### src/pls_pkg.sv
// Package: constants, offsets and types of the live link status block
package pls_pkg;

    // ==========================================
    // Management register map (5-bit register numbers)
    localparam int         PLS_ADDR_W         = 5;
    localparam int         PLS_DATA_W         = 16;
    localparam logic [4:0] PLS_ADDR_PORT_CTL  = 5'h17;
    localparam logic [4:0] PLS_ADDR_LIVE_STAT = 5'h19;

    // ==========================================
    // Port control register fields
    localparam int          PLS_CTL_LINK_EN_BIT = 13;
    localparam logic        PLS_CTL_LINK_EN_RST = 1'h1;

    // ==========================================
    // Live status word field positions
    localparam int PLS_ST_STANDBY   = 15;
    localparam int PLS_ST_FAULT_HI  = 14;
    localparam int PLS_ST_FAULT_LO  = 13;
    localparam int PLS_ST_AN_DONE   = 12;
    localparam int PLS_ST_PAIR_SWAP = 11;
    localparam int PLS_ST_POLARITY  = 10;
    localparam int PLS_ST_SPEED_HI  = 9;
    localparam int PLS_ST_SPEED_LO  = 8;
    localparam int PLS_ST_DUPLEX    = 7;
    localparam int PLS_ST_LINK      = 6;
    localparam int PLS_ST_TX        = 5;
    localparam int PLS_ST_RX        = 4;
    localparam int PLS_ST_COLL      = 3;
    localparam int PLS_ST_AN_BOTH   = 2;
    localparam int PLS_ST_LP_PAUSE  = 1;
    localparam int PLS_ST_LP_ASYM   = 0;

    // ==========================================
    // Field encodings and reset values
    localparam logic [1:0] PLS_FAULT_NONE     = 2'h0;
    localparam logic [1:0] PLS_FAULT_PARALLEL = 2'h1;
    localparam logic [1:0] PLS_FAULT_MS       = 2'h2;
    localparam logic [1:0] PLS_FAULT_RSVD     = 2'h3;
    localparam logic [1:0] PLS_SPEED_10       = 2'h0;
    localparam logic [1:0] PLS_SPEED_100      = 2'h1;
    localparam logic [1:0] PLS_SPEED_1000     = 2'h2;
    localparam logic [1:0] PLS_SPEED_UNDET    = 2'h3;
    localparam logic       PLS_POLARITY_RST   = 1'h1;

    typedef enum logic [1:0] {
        PLS_ST_IDLE,
        PLS_ST_NEGOTIATE,
        PLS_ST_LINKED
    } pls_state_t;

endpackage

### src/pls_status_if.sv
// Interface: live line state carried from the port core to the status word
interface pls_status_if;
    logic       standby;
    logic [1:0] an_fault;
    logic       an_done;
    logic       pair_swap;
    logic       polarity_inv;
    logic [1:0] speed;
    logic       full_duplex;
    logic       link_up;
    logic       tx_active;
    logic       rx_active;
    logic       collision;
    logic       an_both;
    logic       lp_pause;
    logic       lp_asym;
    logic [15:0] word;

    modport core (
        output standby, an_fault, an_done, pair_swap, polarity_inv, speed,
               full_duplex, link_up, tx_active, rx_active, collision,
               an_both, lp_pause, lp_asym,
        input  word
    );
    modport word_side (
        input  standby, an_fault, an_done, pair_swap, polarity_inv, speed,
               full_duplex, link_up, tx_active, rx_active, collision,
               an_both, lp_pause, lp_asym,
        output word
    );
endinterface

### src/pls_status_word.sv
// Status word: registers the live fields into the 16-bit read-only word
module pls_status_word
    import pls_pkg::*;
(
    input  wire logic ref_clk_in,   // Core clock
    input  wire logic rst_in,       // Synchronous reset, active high
    pls_status_if.word_side st      // Live fields in, word out
);

    logic [15:0] word;
    logic [15:0] next_word;

    // ==========================================
    // Word assembly
    always_comb begin
        next_word                   = word;
        next_word[PLS_ST_STANDBY]   = st.standby;
        next_word[PLS_ST_FAULT_HI:PLS_ST_FAULT_LO] = st.an_fault;
        next_word[PLS_ST_AN_DONE]   = st.an_done;
        next_word[PLS_ST_PAIR_SWAP] = st.pair_swap;
        // Polarity is only meaningful at 10 Mb/s; else hold last value
        if (st.link_up && st.speed == PLS_SPEED_10) begin
            next_word[PLS_ST_POLARITY] = st.polarity_inv;
        end
        next_word[PLS_ST_SPEED_HI:PLS_ST_SPEED_LO] = st.speed;
        next_word[PLS_ST_DUPLEX]    = st.full_duplex;
        next_word[PLS_ST_LINK]      = st.link_up;
        next_word[PLS_ST_TX]        = st.tx_active;
        next_word[PLS_ST_RX]        = st.rx_active;
        next_word[PLS_ST_COLL]      = st.collision;
        next_word[PLS_ST_AN_BOTH]   = st.an_both;
        next_word[PLS_ST_LP_PAUSE]  = st.lp_pause;
        next_word[PLS_ST_LP_ASYM]   = st.lp_asym;
    end

    always_ff @(posedge ref_clk_in) begin
        if (rst_in) begin
            word <= {5'h00, PLS_POLARITY_RST, PLS_SPEED_UNDET, 8'h00};
        end else begin
            word <= next_word;
        end
    end

    assign st.word = word;

endmodule

### src/pls_link_status.sv
// Top: link standby control, management register port and live status word
module pls_link_status
    import pls_pkg::*;
#(
    parameter int ADDR_W = pls_pkg::PLS_ADDR_W,  // Register number width
    parameter int DATA_W = pls_pkg::PLS_DATA_W   // Register data width
) (
    input  wire logic              ref_clk_in,       // Core clock, 50 MHz
    input  wire logic              rst_in,           // Sync reset, high
    // Management register port
    input  wire logic [ADDR_W-1:0] reg_addr_in,      // Register number
    input  wire logic              reg_wr_in,        // Write strobe
    input  wire logic              reg_rd_in,        // Read strobe
    input  wire logic [DATA_W-1:0] reg_wdata_in,     // Write data
    output logic      [DATA_W-1:0] reg_rdata_out,    // Read data
    output logic                   reg_rvalid_out,   // Read data valid
    // Live state from the line side
    input  wire logic              local_an_en_in,   // Local negotiation on
    input  wire logic              partner_an_en_in, // Partner negotiates
    input  wire logic              an_complete_in,   // Negotiation done
    input  wire logic [1:0]        an_fault_in,      // Fault code
    input  wire logic              pair_swap_in,     // Pairs A/B swapped
    input  wire logic              polarity_inv_in,  // Receive inverted
    input  wire logic [1:0]        speed_in,         // Resolved speed
    input  wire logic              full_duplex_in,   // Full duplex
    input  wire logic              link_up_in,       // Link is up
    input  wire logic              tx_active_in,     // Transmitting
    input  wire logic              rx_active_in,     // Receiving
    input  wire logic              collision_in,     // Collision seen
    input  wire logic              lp_pause_in,      // Partner pause
    input  wire logic              lp_asym_pause_in, // Partner asym pause
    // Control toward the line side
    output logic                   standby_out,      // In standby
    output logic                   an_start_out      // Start negotiation
);

    // ==========================================
    // Parameter checks
    // Narrower ports could not carry a register number or the full word
    if (ADDR_W < PLS_ADDR_W) begin : g_addr_chk
        $error("ADDR_W too narrow for register numbers");
    end
    if (DATA_W < PLS_DATA_W) begin : g_data_chk
        $error("DATA_W narrower than the status word");
    end

    // ==========================================
    // Register number decode, shared by the write and read paths
    function automatic logic addr_hit(input logic [ADDR_W-1:0] addr,
                                      input logic [4:0]        reg_no);
        addr_hit = (addr == ADDR_W'(reg_no));
    endfunction

    pls_status_if st ();

    // ==========================================
    // Control register: only the link enable bit is held here
    // Writes to any other register number leave link enable untouched
    logic link_enable_ctl;
    logic next_link_enable_ctl;

    always_comb begin
        next_link_enable_ctl = link_enable_ctl;
        if (reg_wr_in && addr_hit(reg_addr_in, PLS_ADDR_PORT_CTL)) begin
            next_link_enable_ctl = reg_wdata_in[PLS_CTL_LINK_EN_BIT];
        end
    end

    always_ff @(posedge ref_clk_in) begin
        if (rst_in) begin
            link_enable_ctl <= PLS_CTL_LINK_EN_RST;
        end else begin
            link_enable_ctl <= next_link_enable_ctl;
        end
    end

    // ==========================================
    // Port state machine
    // Standby is the idle state: line activity is masked and diagnostics
    // may run. Losing the link while linked restarts negotiation, so the
    // line side always sees a fresh start pulse before the next link.
    pls_state_t state;
    pls_state_t next_state;
    logic       an_start;
    logic       next_an_start;

    always_comb begin
        next_state    = state;
        next_an_start = 1'b0;
        unique case (state)
            PLS_ST_IDLE: begin
                if (link_enable_ctl) begin
                    next_state    = PLS_ST_NEGOTIATE;
                    next_an_start = 1'b1;
                end
            end
            PLS_ST_NEGOTIATE: begin
                if (link_up_in) begin
                    next_state = PLS_ST_LINKED;
                end
            end
            PLS_ST_LINKED: begin
                // Lost link: go back and negotiate again
                if (!link_up_in) begin
                    next_state    = PLS_ST_NEGOTIATE;
                    next_an_start = 1'b1;
                end
            end
        endcase
        if (!link_enable_ctl) begin
            next_state    = PLS_ST_IDLE;
            next_an_start = 1'b0;
        end
    end

    always_ff @(posedge ref_clk_in) begin
        if (rst_in) begin
            state    <= PLS_ST_IDLE;
            an_start <= 1'b0;
        end else begin
            state    <= next_state;
            an_start <= next_an_start;
        end
    end

    // ==========================================
    // Control outputs toward the line side
    logic in_standby;
    logic line_live;
    assign in_standby   = (state == PLS_ST_IDLE);
    assign line_live    = !in_standby && link_up_in;
    assign standby_out  = in_standby;
    assign an_start_out = an_start;

    // ==========================================
    // Live fields; line activity is masked while in standby
    // Speed reads undetermined whenever the link is down, so a stale
    // resolved speed never outlives the link that produced it.
    always_comb begin
        st.standby      = in_standby;
        // Reserved fault code never reaches the word
        st.an_fault     = (in_standby || an_fault_in == PLS_FAULT_RSVD)
                          ? PLS_FAULT_NONE : an_fault_in;
        st.an_done      = !in_standby && an_complete_in;
        st.pair_swap    = line_live && pair_swap_in;
        st.polarity_inv = polarity_inv_in;
        st.speed        = line_live ? speed_in : PLS_SPEED_UNDET;
        st.full_duplex  = line_live && full_duplex_in;
        st.link_up      = line_live;
        st.tx_active    = line_live && tx_active_in;
        st.rx_active    = line_live && rx_active_in;
        st.collision    = line_live && collision_in;
        st.an_both      = !in_standby && local_an_en_in
                          && partner_an_en_in;
        st.lp_pause     = !in_standby && lp_pause_in;
        st.lp_asym      = !in_standby && lp_asym_pause_in;
    end

    // ==========================================
    // Status word register: one edge of lag from the live fields
    pls_status_word u_word (
        .ref_clk_in (ref_clk_in),
        .rst_in     (rst_in),
        .st         (st)
    );

    // ==========================================
    // Read path; writes to the status word fall through unused
    // A read and a control write in one cycle return the old link enable;
    // the write lands on the same edge that registers the read data.
    logic [DATA_W-1:0] rdata;
    logic [DATA_W-1:0] next_rdata;
    logic              rvalid;
    logic              next_rvalid;

    always_comb begin
        next_rdata  = rdata;
        next_rvalid = reg_rd_in;
        if (reg_rd_in) begin
            next_rdata = '0;
            if (addr_hit(reg_addr_in, PLS_ADDR_LIVE_STAT)) begin
                next_rdata[15:0] = st.word;
            end else if (addr_hit(reg_addr_in, PLS_ADDR_PORT_CTL)) begin
                next_rdata[PLS_CTL_LINK_EN_BIT] = link_enable_ctl;
            end
        end
    end

    always_ff @(posedge ref_clk_in) begin
        if (rst_in) begin
            rdata  <= '0;
            rvalid <= 1'b0;
        end else begin
            rdata  <= next_rdata;
            rvalid <= next_rvalid;
        end
    end

    // ==========================================
    // Register port outputs
    assign reg_rdata_out  = rdata;
    assign reg_rvalid_out = rvalid;

endmodule

### config.mk
export PLATFORM = sky130hd
export DESIGN_NAME = pls_link_status
export DESIGN_NICKNAME = d
export VERILOG_FILES = /design/src/pls_pkg.sv /design/src/pls_status_if.sv /design/src/pls_status_word.sv /design/src/pls_link_status.sv
export SDC_FILE = /design/constraint.sdc
export NUM_CORES = 1
export LEC_CHECK = 0
export BUFFER_PORTS_ARGS = -buffer_cell sky130_fd_sc_hd__buf_2
export CORE_MARGIN = 4
export CORE_UTILIZATION = 35
export CTS_CLUSTER_SIZE = 24
export DETAILED_ROUTE_END_ITERATION = 8
export GPL_TIMING_DRIVEN = 0
export PLACE_DENSITY = 0.66
export SLEW_MARGIN = 20
export SYNTH_ARGS = -nofsm -noshare
export SYNTH_HDL_FRONTEND = slang
export SYNTH_SLANG_ARGS = --single-unit
### constraint.sdc
create_clock -name ref_clk_in -period 1.1 [get_ports ref_clk_in]
set_input_delay 0.22 -clock ref_clk_in [delete_from_list [all_inputs] [get_ports ref_clk_in]]
set_output_delay 0.22 -clock ref_clk_in [all_outputs]
set_load 0.01 [all_outputs]
**After elaboration in Yosys (flattened, before gate mapping)**

Index checks and enable logic that the tools add are counted.

- Bits in registers: 37
- Input port bits: 41
- Output and inout bits: 19
- Word-level logic and storage cells: 46

- Equal/unequal tests: 7
- Mux-type cells: 10
- Bitwise logic cells: 1
- Reductions and logical operators: 20

Operators with widths:

| cell | number |
|---|---|
| 1-bit logical AND | 13 |
| 13-bit two-way mux | 1 |
| 5-bit equality test, second input constant | 2 |
| 2-bit two-way mux | 4 |
| 2-bit case mux with 3 select lines | 1 |
| 2-bit equality test, second input constant | 2 |
| 2-bit zero test | 2 |
| 2-bit inequality test, second input constant | 2 |
| 2-bit OR reduction | 2 |
| 1-bit two-way mux | 3 |
| 2-bit by 1-bit equality test with 1-bit output, second input constant | 1 |
| 1-bit case mux with 2 select lines | 1 |
| 2-bit AND reduction | 1 |
| 1-bit zero test | 1 |
| 1-bit logical OR | 1 |
| 1-bit NOT | 1 |

**Logic depth before layout (Yosys ltp)**

Gate-level depths: netlist of the first run.

- Depth in word-level cells: 6
- Mapped depth: 5
- Mapped depth without buffers: 3

**By module**

A second synthesis of the first run with hierarchy kept.

- Cells, all modules: 130
- Area total of the unflattened synthesis: 1340.0 um2

By module, submodules not included:

| module | instances | cells an instance | area each (um2) |
|---|---|---|---|
| pls_link_status | 1 | 94 | 883.3 |
| pls_status_word | 1 | 36 | 456.7 |

**Worst setup path before layout of the first run**

Ideal clock, no wire load.

- Kind: reg2reg
- Start: register state[0]
- End: register u_word.word[2], in the netlist u_word.st.word[2]
- Setup time: 0.115 ns
- Arrival: 0.886 ns
- Required time: 0.985 ns
- Slack: 0.098 ns
- Stages on the path, launching flop included: 4
- Path buffers: 0
- Cells stage by stage: dfxtp_1 > nor2_1 > nor2_1 > and3_1

- Word-level cells in the longest chain between the ends: 4

RTL lines:

| item | RTL line | text |
|---|---|---|
| start, declared | pls_link_status.sv:82 | `pls_state_t state;` |
| start signal, assigned | pls_link_status.sv:121 | `state <= next_state;` |
| 2-bit zero test | pls_link_status.sv:130 | `assign in_standby = (state == PLS_ST_IDLE);` |
| via standby_out | pls_link_status.sv:33 | `output logic standby_out,` |
| 1-bit zero test | pls_link_status.sv:153 | `st.an_both = !in_standby && local_an_en_in` |
| 1-bit logical AND | pls_link_status.sv:153 |  |
| 1-bit logical AND | pls_link_status.sv:154 | `&& partner_an_en_in;` |
| end signal, assigned | pls_status_word.sv:38 | `word <= {5'h00, PLS_POLARITY_RST, PLS_SPEED_UNDET, 8'h00};` |
| end signal, assigned | pls_status_word.sv:40 | `word <= next_word;` |
| end, declared | pls_status_word.sv:10 | `logic [15:0] word;` |

The timed path passes the listed nets, and every way through them passes these cells.
A chain may end at the register's enable or synchronous reset.

**Worst setup path in the final report of the first run**

- Start: register state[0]
- End: output port standby_out

- Word-level cells in the longest chain between the ends: 1

RTL lines:

| item | RTL line |
|---|---|
| 2-bit zero test | pls_link_status.sv:130 |
| end, declared | pls_link_status.sv:33 |

Every way passes these cells.

==> results of run 1 <==
-- flip-flops by register name, summed over array words and instances (netlist names) --
name             cells
u_word.st.word      16
state                2
reg_rdata_out       16
an_start_out         1
reg_rvalid_out       1
link_enable_ctl      1
-- area by class of cell --
| type | instances | share of cell area, % |
|---|---|---|
| plain buffers | 7 | 2.78 |
| clock buffers | 5 | 2.25 |
| clock inverters | 2 | 2.10 |
| inverters | 2 | 0.450 |
| multi-input cells | 71 | 28.8 |
| flip-flops and latches | 37 | 45.0 |
| well taps | 46 | 3.45 |
| repair buffers | 47 | 15.2 |
-- per-layer routing --
metal  up-vias  track usage [%]  share of wire, %  wire, um
li1        524                -                 -         -
met1       489             16.9                44      1230
met2        42             21.3                46      1280
met3         5             4.99               8.8       246
met4         0             6.84               1.4        40
met5         -                0                 0         0
-- synth_stat cells, drive strengths merged --
| cell | count | area share (%) |
|---|---|---|
| and2 | 8 | 4.0 |
| dfxtp | 37 | 60 |
| nor3 | 3 | 1.2 |
| o32ai | 1 | 0.71 |
| nor3b | 2 | 2.1 |
| xor2 | 1 | 0.71 |
| a21oi | 2 | 0.81 |
| and3 | 2 | 1.0 |
| a32oi | 15 | 11 |
| buf | 5 | 3.0 |
| inv | 2 | 0.61 |
| and4b | 1 | 0.91 |
| or3 | 2 | 1.0 |
| o21ai | 1 | 0.40 |
| nor2 | 23 | 7.0 |
| nor4b | 2 | 1.4 |
| mux2i | 2 | 1.6 |
| nor2b | 1 | 0.50 |
| nand2 | 2 | 0.61 |
| clkbuf | 2 | 0.71 |
| nand2b | 1 | 0.50 |
| nand3 | 2 | 0.81 |
-- logic make-up after synthesis --
group,Yosys count,synth area share (%)
DFF,37,59.7
and+or+nand+nor,49,21.1
muxes,2,1.61
buffers and inverters,9,4.34
AOI/OAI and AO/OA,19,12.5
xor gates and xnor gates,1,0.706
-- critical path, cell delays in order, from the launching register on --
cell and delay [ns]:
dfxtp_4 0.38, nor2_4 0.13, buf_6 0.11
-- through the flow --
| stage | hold slack [ns] | instance area [um^2] | setup TNS (ns) | setup slack [ns] | std cells |
|---|---|---|---|---|---|
| 3_5_place_dp | 0.402 | 1520 | -1.03 | -0.103 | 207 |
| 3_3_place_gp | 0.398 | 1520 | -0.826 | -0.0853 | 207 |
| 5_1_grt | 0.0465 | 1670 | -0.710 | -0.122 | 217 |
| 2_1_floorplan | 0.299 | 1240 | 0 | 0.0984 | 117 |
| 6_report | 0.0584 | 1670 | -0.114 | -0.0758 | 217 |
| 4_1_cts | 0.0382 | 1640 | -0.0728 | -0.0728 | 216 |
-- what timing repair did --
item,CTS,global route
buffers inserted,2,1
resized for setup,9,6
pin swaps,1,1
hold endpoints to repair,0,0
setup endpoints to repair,6,13
-- how the worst max path moves through the flow --
| stage | end | from |
|---|---|---|
| 2_1_floorplan | u_word.st.word[2]$_SDFF_PP0_ | state[0]$_SDFFE_PP0P_ |
| 3_3_place_gp | reg_rdata_out[1]$_SDFFE_PP0P_ | reg_addr_in[4] |
| 3_5_place_dp | reg_rdata_out[7]$_SDFFE_PP0P_ | reg_addr_in[4] |
| 4_1_cts | standby_out | state[1]$_SDFFE_PP0P_ |
| 5_1_grt | u_word.st.word[5]$_SDFF_PP0_ | state[0]$_SDFFE_PP0P_ |
| 6_report | standby_out | state[0]$_SDFFE_PP0P_ |
-- power by group through the flow --
stage | clock (uW) | sequential (uW) | combinational (uW)
after floorplan | 0 | 1420 | 94.3
after global placement | 0 | 1420 | 183
after detailed placement | 0 | 1420 | 186
after CTS | 905 | 1400 | 213
after global routing | 966 | 1400 | 260
final | 890 | 1400 | 230
==> flow_results.xml, run 1 <==
<?xml version="1.0" encoding="UTF-8"?>
<metrics>
  <group name="run_status">
    <metric name="outcome" unit="">finished with violations</metric>
    <metric name="failing_checks" unit="">setup timing</metric>
  </group>
  <group name="power_and_ir_drop">
    <metric name="power_switching_share" unit="%">22.5</metric>
    <metric name="share_seq_of_total_power" unit="%">55.5</metric>
    <metric name="clkPwrFrac" unit="%">35.4</metric>
    <metric name="comb_power_share" unit="%">9.2</metric>
    <metric name="p_switching" unit="uW">565</metric>
    <metric name="peakVddDrop" unit="mV">0.893</metric>
    <metric name="report.power.total" unit="uW">2520</metric>
    <metric name="cellPowerDensity" unit="nW/um^2">1510</metric>
    <metric name="internal_power" unit="uW">1950</metric>
    <metric name="power.static_leakage" unit="uW">0.000735</metric>
  </group>
  <group name="global_route">
    <metric name="antenna_violations_before_repair" unit="">0</metric>
    <metric name="track_usage" unit="%">13.8</metric>
    <metric name="global_route_wire_length_before_repair" unit="mm">4.64</metric>
    <metric name="grt_remaining_overflow" unit="">0</metric>
    <metric name="vias_in_the_first_global_route" unit="">1060</metric>
    <metric name="maximum_number_of_pins_on_one_net_before_global_route_repair" unit="">12</metric>
  </group>
  <group name="sta">
    <metric name="finalCritPeriodShare" unit="%">107</metric>
    <metric name="final-hold-violation-count" unit="">0</metric>
    <metric name="fmax" unit="MHz">850</metric>
    <metric name="fin_ws" unit="ns">-0.0758</metric>
    <metric name="final.min_clock_period" unit="ns">1.18</metric>
    <metric name="grt_setup_unrepaired" unit="">yes</metric>
    <metric name="setup_violations" unit="">6</metric>
    <metric name="finClkSkew" unit="ns">0.00479</metric>
    <metric name="worst-slew-pin-transition" unit="ns">0.422</metric>
    <metric name="drv_slew" unit="">0</metric>
    <metric name="worst_slew_margin" unit="%">71.8</metric>
  </group>
  <group name="hold_path">
    <metric name="hold_depth" unit="">2</metric>
    <metric name="hold_path.class" unit="">in -&gt; reg</metric>
    <metric name="hold_path.startpoint" unit="">rst_in</metric>
    <metric name="worst_hold_path.endpoint" unit="">reg_rvalid_out$_SDFF_PP0_</metric>
  </group>
  <group name="clocking">
    <metric name="insertion_delay" unit="ns">0.33</metric>
    <metric name="clock_tree.htree_level_count" unit="">2</metric>
    <metric name="cts-root-to-sink-buffers" unit="">2</metric>
    <metric name="root_buffer" unit="">clkbuf_4</metric>
    <metric name="clkSlewWorstSetupHoldPaths" unit="ns">0.10</metric>
    <metric name="cts.sinks" unit="">37</metric>
    <metric name="cts_tree" unit="">built</metric>
    <metric name="numCtsBuffers" unit="">5</metric>
    <metric name="cts-hold-fix-buffers" unit="">0</metric>
  </group>
  <group name="setup_path">
    <metric name="worst-r2r-setup-slack" unit="ns">-0.01</metric>
    <metric name="crit-reg2reg-launch" unit="">state[0]$_SDFFE_PP0P_</metric>
    <metric name="crit_path_start_kind" unit="">flop</metric>
    <metric name="setup.worst_path.class" unit="">reg -&gt; out</metric>
    <metric name="reg2reg_to" unit="">u_word.st.word[4]$_SDFF_PP0_</metric>
    <metric name="worstRegToRegCells" unit="">3</metric>
    <metric name="path_max_fanout" unit="">4</metric>
    <metric name="critical_path_arrival" unit="ns">0.96</metric>
    <metric name="endpoint_kind" unit="">output port</metric>
    <metric name="worstPathRequired" unit="ns">0.88</metric>
  </group>
  <group name="final_layout">
    <metric name="area.sequential" unit="um^2">749</metric>
    <metric name="layout.filler_cells" unit="">332</metric>
    <metric name="layout.cells.most_common" unit="">buf_2</metric>
    <metric name="final_net_count" unit="">212</metric>
    <metric name="final_cell_mix" unit="">buf_2, dfxtp_1, nor2_1</metric>
    <metric name="diodes" unit="">0</metric>
    <metric name="layout-drive-gt1-share" unit="%">41.5</metric>
    <metric name="fin_util" unit="%">49.2</metric>
    <metric name="synthToLayoutAreaGrowth" unit="%">34.4</metric>
    <metric name="footprint_of_the_multi_input_gates" unit="um^2">480</metric>
  </group>
  <group name="route">
    <metric name="drt_wl_total" unit="mm">2.80</metric>
    <metric name="detailroute.via_count" unit="">1060</metric>
    <metric name="via_per_inst" unit="">4.88</metric>
    <metric name="first_iter_violations" unit="">57</metric>
    <metric name="drc" unit="">0</metric>
    <metric name="drt_pass1_iterations" unit="">4</metric>
    <metric name="drt-wirelength-per-cell" unit="um">12.9</metric>
    <metric name="ant_nets" unit="">0</metric>
  </group>
  <group name="floorplan">
    <metric name="floorplan.rows" unit="">21</metric>
    <metric name="core-area" unit="um^2">3390</metric>
    <metric name="fp.dieArea" unit="um^2">4560</metric>
    <metric name="die_width" unit="um">67.5</metric>
    <metric name="num_io_pins" unit="">60</metric>
    <metric name="die_extent_in_y" unit="um">67.5</metric>
    <metric name="effective_utilization_at_floorplan" unit="%">36.6</metric>
  </group>
  <group name="synth">
    <metric name="synth_instances" unit="">117</metric>
    <metric name="avgSynthCellArea" unit="um^2">10.6</metric>
    <metric name="synth_unique_cells" unit="">25</metric>
    <metric name="mappedNetlistNets" unit="">158</metric>
    <metric name="yosysSeqAreaShare" unit="%">59.7</metric>
    <metric name="mapped_area" unit="um^2">1240</metric>
    <metric name="synth_warnings" unit="">0</metric>
    <metric name="synth-seq-cells" unit="">37</metric>
  </group>
  <group name="placed_design">
    <metric name="detailedPlacementHpwl" unit="mm">1.98</metric>
    <metric name="placer_congestion" unit="">0.669</metric>
    <metric name="io_buffer_count" unit="">44</metric>
  </group>
  <group name="flow_run">
    <metric name="drv.max_cap_violation_count" unit="">0</metric>
  </group>
</metrics>
(Power assumes the default switching activity.)
==> run 2: changes to the inputs <==
--- a/config.mk
+++ b/config.mk
@@ -12,6 +12,7 @@
 export DETAILED_ROUTE_END_ITERATION = 8
 export GPL_TIMING_DRIVEN = 0
 export PLACE_DENSITY = 0.66
+export REMOVE_ABC_BUFFERS = 1
 export SLEW_MARGIN = 20
 export SYNTH_ARGS = -nofsm -noshare
 export SYNTH_HDL_FRONTEND = slang
==> run 2 against run 1 <==
Compared with the run above: the flow still finishes with violations (setup timing); critical path depth is the same; sequential share of layout area grew 2.4 points; first-iteration DRC count fell by 30%; setup slack gained 0.015 ns; die area stayed put; maximum frequency is 1.3% higher; non-clock buffer count decreased by 6; via count fell by 3.4%; clock-buffer cell count is 2 higher; wire length fell by 1.4%; largest power group unchanged; highest routed layer unchanged.
==> flow_results.xml, run 2 (synthesis results as in run 1) <==
<?xml version="1.0" encoding="UTF-8"?>
<metrics>
  <group name="placed_design">
    <metric name="placer_congestion" unit="">0.701</metric>
    <metric name="placedInstanceArea" unit="um^2">1470</metric>
    <metric name="detailedPlacementHpwl" unit="mm">1.90</metric>
    <metric name="io_buffer_count" unit="">44</metric>
  </group>
  <group name="power_and_ir_drop">
    <metric name="cellPowerDensity" unit="nW/um^2">1450</metric>
    <metric name="power_switching_share" unit="%">22.8</metric>
    <metric name="internal_power" unit="uW">1780</metric>
    <metric name="p_switching" unit="uW">525</metric>
    <metric name="peakVddDrop" unit="mV">0.787</metric>
    <metric name="power.static_leakage" unit="uW">0.000695</metric>
    <metric name="clkPwrFrac" unit="%">30.5</metric>
    <metric name="comb_power_share" unit="%">9.0</metric>
    <metric name="share_seq_of_total_power" unit="%">60.6</metric>
  </group>
  <group name="route">
    <metric name="detailroute.via_count" unit="">1024</metric>
    <metric name="drt_wl_total" unit="mm">2.76</metric>
    <metric name="via_per_inst" unit="">4.85</metric>
    <metric name="first_iter_violations" unit="">40</metric>
    <metric name="drt_pass1_iterations" unit="">4</metric>
    <metric name="drc" unit="">0</metric>
    <metric name="ant_nets" unit="">0</metric>
    <metric name="drt-wirelength-per-cell" unit="um">13.1</metric>
  </group>
  <group name="hold_path">
    <metric name="hold_path.class" unit="">in -&gt; reg</metric>
    <metric name="hold_depth" unit="">2</metric>
    <metric name="hold_path.startpoint" unit="">an_fault_in[1]</metric>
    <metric name="worst_hold_path.endpoint" unit="">u_word.st.word[13]$_SDFF_PP0_</metric>
  </group>
  <group name="sta">
    <metric name="final-hold-violation-count" unit="">0</metric>
    <metric name="grt_setup_unrepaired" unit="">yes</metric>
    <metric name="drv_slew" unit="">0</metric>
    <metric name="finClkSkew" unit="ns">0.00185</metric>
    <metric name="fmax" unit="MHz">862</metric>
    <metric name="worst-slew-pin-transition" unit="ns">0.681</metric>
    <metric name="setup_violations" unit="">2</metric>
    <metric name="finalCritPeriodShare" unit="%">106</metric>
    <metric name="fin_ws" unit="ns">-0.0606</metric>
    <metric name="final.min_clock_period" unit="ns">1.16</metric>
    <metric name="worst_slew_margin" unit="%">54.5</metric>
  </group>
  <group name="setup_path">
    <metric name="path_max_fanout" unit="">4</metric>
    <metric name="worst_path_max_delay_cell" unit="">dfxtp_4</metric>
    <metric name="worstRegToRegCells" unit="">3</metric>
    <metric name="critical_path_arrival" unit="ns">0.94</metric>
    <metric name="crit_path_start_kind" unit="">flop</metric>
    <metric name="critical_path.cell_chain" unit="">nor2_4, buf_6</metric>
    <metric name="reg2reg_to" unit="">u_word.st.word[3]$_SDFF_PP0_</metric>
    <metric name="worst-r2r-setup-slack" unit="ns">0</metric>
    <metric name="endpoint_kind" unit="">output port</metric>
    <metric name="worstPathRequired" unit="ns">0.88</metric>
    <metric name="crit_path_max_incr_delay" unit="ns">0.37</metric>
    <metric name="crit-reg2reg-launch" unit="">state[0]$_SDFFE_PP0P_</metric>
    <metric name="setup.worst_path.class" unit="">reg -&gt; out</metric>
  </group>
  <group name="final_layout">
    <metric name="final_net_count" unit="">206</metric>
    <metric name="layout.cells.most_common" unit="">buf_2</metric>
    <metric name="stdcell_area" unit="um^2">1580</metric>
    <metric name="layout-drive-gt1-share" unit="%">37.0</metric>
    <metric name="final_cell_mix" unit="">buf_2, dfxtp_1, nor2_1</metric>
    <metric name="synthToLayoutAreaGrowth" unit="%">27.5</metric>
    <metric name="diodes" unit="">0</metric>
    <metric name="layout.filler_cells" unit="">336</metric>
    <metric name="fin_util" unit="%">46.7</metric>
  </group>
  <group name="run_status">
    <metric name="failing_checks" unit="">setup timing</metric>
    <metric name="outcome" unit="">finished with violations</metric>
  </group>
  <group name="floorplan">
    <metric name="fp.dieArea" unit="um^2">4560</metric>
    <metric name="die_width" unit="um">67.5</metric>
    <metric name="die_extent_in_y" unit="um">67.5</metric>
    <metric name="core-area" unit="um^2">3390</metric>
    <metric name="floorplan.rows" unit="">21</metric>
    <metric name="num_io_pins" unit="">60</metric>
    <metric name="effective_utilization_at_floorplan" unit="%">36.6</metric>
  </group>
  <group name="clocking">
    <metric name="cts-root-to-sink-buffers" unit="">2</metric>
    <metric name="cts_tree" unit="">built</metric>
    <metric name="insertion_delay" unit="ns">0.33</metric>
    <metric name="clock_tree.htree_level_count" unit="">2</metric>
    <metric name="numCtsBuffers" unit="">5</metric>
    <metric name="clkSlewWorstSetupHoldPaths" unit="ns">0.10</metric>
    <metric name="cts-hold-fix-buffers" unit="">0</metric>
    <metric name="cts.sinks" unit="">37</metric>
    <metric name="root_buffer" unit="">clkbuf_4</metric>
  </group>
  <group name="global_route">
    <metric name="maximum_number_of_pins_on_one_net_before_global_route_repair" unit="">30</metric>
    <metric name="grt_remaining_overflow" unit="">0</metric>
    <metric name="global_route_wire_length_before_repair" unit="mm">3.97</metric>
    <metric name="antenna_violations_before_repair" unit="">0</metric>
    <metric name="track_usage" unit="%">12.2</metric>
    <metric name="vias_in_the_first_global_route" unit="">900</metric>
  </group>
  <group name="flow_run">
    <metric name="drv.max_cap_violation_count" unit="">0</metric>
  </group>
</metrics>
==> run 2: cell count changes in the layout (fill, tap and decap cells not counted), sizes merged <==
| cell | before | now |
|---|---|---|
| bufinv | 1 | 0 |
| clkinv | 1 | 0 |
| buf | 52 | 48 |
==> run 2: final cells by class <==
type	count	area [um^2]	area share, %
clock buffers	7	55.1	3.48
flip-flops and latches	37	749	47.4
multi-input cells	71	455	28.8
repair buffers	48	256	16.2
well taps	46	57.6	3.64
inverters	2	7.51	0.475
==> run 2: how the worst max path moves through the flow <==
stage / start / to / slack [ns] / cells after the start
finish: state[0]$_SDFFE_PP0P_ / standby_out / -0.06 / 2
global route: state[0]$_SDFFE_PP0P_ / standby_out / -0.12 / 2
CTS: state[1]$_SDFFE_PP0P_ / standby_out / -0.07 / 2
detailed placement: reg_addr_in[2] / reg_rdata_out[6]$_SDFFE_PP0P_ / -0.28 / 4
global placement: reg_addr_in[2] / reg_rdata_out[13]$_SDFFE_PP0P_ / -0.21 / 4
floorplan: state[0]$_SDFFE_PP0P_ / u_word.st.word[2]$_SDFF_PP0_ / 0.1 / 3
==> run 2: what timing repair did <==
action	CTS	global route
gates resized for setup	7	2
buffers inserted	2	2
setup endpoints to repair	6	7
pin swaps	1	2
==> run 2: critical path: cells and delay by family (launching register included) <==
| kind | cells | cell delay (ns) |
|---|---|---|
| and+or+nand+nor | 1 | 0.13 |
| DFF | 1 | 0.37 |
| buffers and inverters | 1 | 0.11 |
==> run 2: power groups by stage <==
stage | clock (uW) | sequential [uW] | combinational [uW]
finish | 700 | 1390 | 206
global route | 788 | 1400 | 225
CTS | 722 | 1400 | 191
detailed placement | 0 | 1420 | 171
global placement | 0 | 1420 | 165
floorplan | 0 | 1420 | 72.1
==> run 2: metal layers <==
metal | GRT usage [%] | wire [um]
met5 | 0 | 0
met4 | 6.08 | 46
met3 | 5.32 | 224
met2 | 19.9 | 1370
met1 | 13.5 | 1130
==> run 2: through the flow <==
stage	hold slack (ns)	setup slack [ns]	total power [uW]	instances	TNS, ns
floorplan	0.291	0.0984	1500	110	0
global placement	0.401	-0.210	1590	200	-3.36
detailed placement	0.401	-0.281	1600	200	-4.13
CTS	0.0387	-0.0718	2310	209	-0.141
global route	0.0337	-0.123	2410	211	-0.525
finish	0.0533	-0.0606	2300	211	-0.0649
==> run 3: changes to the inputs <==
==> constraint.sdc (replaced) <==
create_clock -name ref_clk_in -period 1.4 [get_ports ref_clk_in]
set_input_delay 0.28 -clock ref_clk_in [delete_from_list [all_inputs] [get_ports ref_clk_in]]
set_output_delay 0.28 -clock ref_clk_in [all_outputs]
set_load 0.01 [all_outputs]
==> run 3 against run 2 <==
Compared with the run above: the flow now finishes without violations; highest routed layer unchanged; non-clock buffer count down 4; largest cell class unchanged; critical endpoint unchanged; worst hold slack better by 0.061 ns; first-iteration DRC count down 2.5%.
==> flow_results.xml, run 3 (synthesis results as in run 1) <==
<?xml version="1.0" encoding="UTF-8"?>
<metrics>
  <group name="global_route">
    <metric name="vias_in_the_first_global_route" unit="">883</metric>
    <metric name="grt_remaining_overflow" unit="">0</metric>
    <metric name="track_usage" unit="%">12.0</metric>
    <metric name="maximum_number_of_pins_on_one_net_before_global_route_repair" unit="">30</metric>
    <metric name="global_route_wire_length_before_repair" unit="mm">3.91</metric>
    <metric name="antenna_violations_before_repair" unit="">0</metric>
  </group>
  <group name="setup_path">
    <metric name="setup.worst_path.class" unit="">reg -&gt; out</metric>
    <metric name="reg2reg_to" unit="">u_word.st.word[3]$_SDFF_PP0_</metric>
    <metric name="cp-endpoint" unit="">standby_out</metric>
    <metric name="path_max_fanout" unit="">5</metric>
    <metric name="worstRegToRegCells" unit="">3</metric>
    <metric name="worst-r2r-setup-slack" unit="ns">0.23</metric>
    <metric name="critical_path_arrival" unit="ns">1.04</metric>
    <metric name="worstSetupStartpoint" unit="">state[0]$_SDFFE_PP0P_</metric>
    <metric name="endpoint_kind" unit="">output port</metric>
    <metric name="worstPathRequired" unit="ns">1.12</metric>
    <metric name="crit_path_start_kind" unit="">flop</metric>
    <metric name="crit-reg2reg-launch" unit="">state[0]$_SDFFE_PP0P_</metric>
  </group>
  <group name="clocking">
    <metric name="numCtsBuffers" unit="">5</metric>
    <metric name="cts.repair_timing.setup_buffer_count" unit="">0</metric>
    <metric name="clkSlewWorstSetupHoldPaths" unit="ns">0.10</metric>
    <metric name="clock_tree.htree_level_count" unit="">2</metric>
    <metric name="cts-root-to-sink-buffers" unit="">2</metric>
    <metric name="insertion_delay" unit="ns">0.33</metric>
    <metric name="cts_tree" unit="">built</metric>
    <metric name="root_buffer" unit="">clkbuf_4</metric>
    <metric name="cts-hold-fix-buffers" unit="">0</metric>
    <metric name="cts.sinks" unit="">37</metric>
  </group>
  <group name="power_and_ir_drop">
    <metric name="power_switching_share" unit="%">22.6</metric>
    <metric name="clkPwrFrac" unit="%">30.7</metric>
    <metric name="p_switching" unit="uW">403</metric>
    <metric name="comb_power_share" unit="%">7.6</metric>
    <metric name="share_seq_of_total_power" unit="%">61.6</metric>
    <metric name="internal_power" unit="uW">1380</metric>
    <metric name="cellPowerDensity" unit="nW/um^2">1160</metric>
    <metric name="peakVddDrop" unit="mV">0.612</metric>
    <metric name="power.static_leakage" unit="uW">0.000671</metric>
  </group>
  <group name="route">
    <metric name="ant_nets" unit="">0</metric>
    <metric name="drt_pass1_iterations" unit="">4</metric>
    <metric name="via_per_inst" unit="">4.86</metric>
    <metric name="first_iter_violations" unit="">39</metric>
    <metric name="drt-wirelength-per-cell" unit="um">13.0</metric>
    <metric name="detailroute.via_count" unit="">1005</metric>
    <metric name="drc" unit="">0</metric>
    <metric name="drt_wl_total" unit="mm">2.69</metric>
  </group>
  <group name="floorplan">
    <metric name="num_io_pins" unit="">60</metric>
    <metric name="fp.dieArea" unit="um^2">4560</metric>
    <metric name="die_extent_in_y" unit="um">67.5</metric>
    <metric name="core-area" unit="um^2">3390</metric>
    <metric name="die_width" unit="um">67.5</metric>
    <metric name="effective_utilization_at_floorplan" unit="%">36.6</metric>
    <metric name="floorplan.rows" unit="">21</metric>
  </group>
  <group name="placed_design">
    <metric name="io_buffer_count" unit="">44</metric>
    <metric name="detailedPlacementHpwl" unit="mm">1.90</metric>
    <metric name="placer_congestion" unit="">0.701</metric>
    <metric name="placedInstanceArea" unit="um^2">1470</metric>
  </group>
  <group name="final_layout">
    <metric name="layout.cells.most_common" unit="">buf_2</metric>
    <metric name="layout-drive-gt1-share" unit="%">32.9</metric>
    <metric name="synthToLayoutAreaGrowth" unit="%">23.7</metric>
    <metric name="stdcell_area" unit="um^2">1530</metric>
    <metric name="final_net_count" unit="">202</metric>
    <metric name="area.sequential" unit="um^2">741</metric>
    <metric name="diodes" unit="">0</metric>
    <metric name="footprint_of_the_multi_input_gates" unit="um^2">453</metric>
    <metric name="final_cell_mix" unit="">buf_2, dfxtp_1, nor2_1</metric>
    <metric name="layout.filler_cells" unit="">341</metric>
    <metric name="fin_util" unit="%">45.3</metric>
  </group>
  <group name="sta">
    <metric name="final-hold-violation-count" unit="">0</metric>
    <metric name="worst-slew-pin-transition" unit="ns">0.683</metric>
    <metric name="final.min_clock_period" unit="ns">1.32</metric>
    <metric name="fmax" unit="MHz">760</metric>
    <metric name="finClkSkew" unit="ns">0.00105</metric>
    <metric name="drv_slew" unit="">0</metric>
    <metric name="setup_violations" unit="">0</metric>
    <metric name="finalCritPeriodShare" unit="%">93.9</metric>
    <metric name="grt_setup_unrepaired" unit="">no</metric>
    <metric name="worst_slew_margin" unit="%">54.4</metric>
  </group>
  <group name="hold_path">
    <metric name="hold_path.class" unit="">in -&gt; reg</metric>
    <metric name="hold_path.startpoint" unit="">an_fault_in[1]</metric>
  </group>
  <group name="flow_run">
    <metric name="drv.max_cap_violation_count" unit="">0</metric>
  </group>
  <group name="run_status">
    <metric name="outcome" unit="">finished, final reports clean</metric>
  </group>
</metrics>
-- run 3: final cells by class --
cell class                      count  area share [%]
Sequential cell                    37            48.3
Multi-Input combinational cell     71            29.5
Timing Repair Buffer               44            14.4
Tap cell                           46            3.75
Clock buffer                        7            3.59
Inverter                            2           0.489
-- run 3: timing repair --
item / CTS / global route
gates resized for setup: 1 / 1
endpoints found under the setup margin: 1 / 1
pin swaps: 0 / 0
hold endpoints to repair: 0 / 0
-- run 3: through the flow --
stage | power (uW) | TNS, ns | setup WS, ns | std cells | hold slack, ns
global placement | 1250 | 0 | 0.0295 | 200 | 0.457
global route | 1870 | 0 | 0.0175 | 207 | 0.0950
detailed placement | 1250 | -0.103 | -0.0410 | 200 | 0.461
floorplan | 1180 | 0 | 0.379 | 110 | 0.351
CTS | 1800 | 0 | 0.0314 | 207 | 0.0999
finish | 1780 | 0 | 0.0847 | 207 | 0.115
-- run 3: critical path: stages, from the launching register on --
cell	delay, ns
dfxtp_1	0.39
nor2_4	0.17
buf_2	0.15
-- run 3: how the worst min path moves through the flow --
stage,end,slack (ns),cells past startpoint
after floorplan,u_word.st.word[15]$_SDFF_PP0_,0.35,1
after global placement,reg_rdata_out[8]$_SDFFE_PP0P_,0.46,2
after detailed placement,u_word.st.word[13]$_SDFF_PP0_,0.46,2
after CTS,u_word.st.word[13]$_SDFF_PP0_,0.1,2
after global routing,u_word.st.word[13]$_SDFF_PP0_,0.1,2
final,u_word.st.word[13]$_SDFF_PP0_,0.11,2
-- run 3: metal layers --
metal / vias to the layer above / global-route usage [%] / part of all wire [%]
met5: - / 0 / 0
met4: 0 / 6.08 / 1.7
met3: 5 / 5.32 / 7.7
met2: 31 / 19.7 / 50
met1: 467 / 13.1 / 41
li1: 502 / - / -
-- run 3: power by group through the flow --
stage	Sequential (uW)	Clock [uW]	Combinational [uW]
6_report	1100	547	136
3_3_place_gp	1120	0	130
4_1_cts	1100	567	136
5_1_grt	1100	619	150
3_5_place_dp	1120	0	135
2_1_floorplan	1120	0	56.7
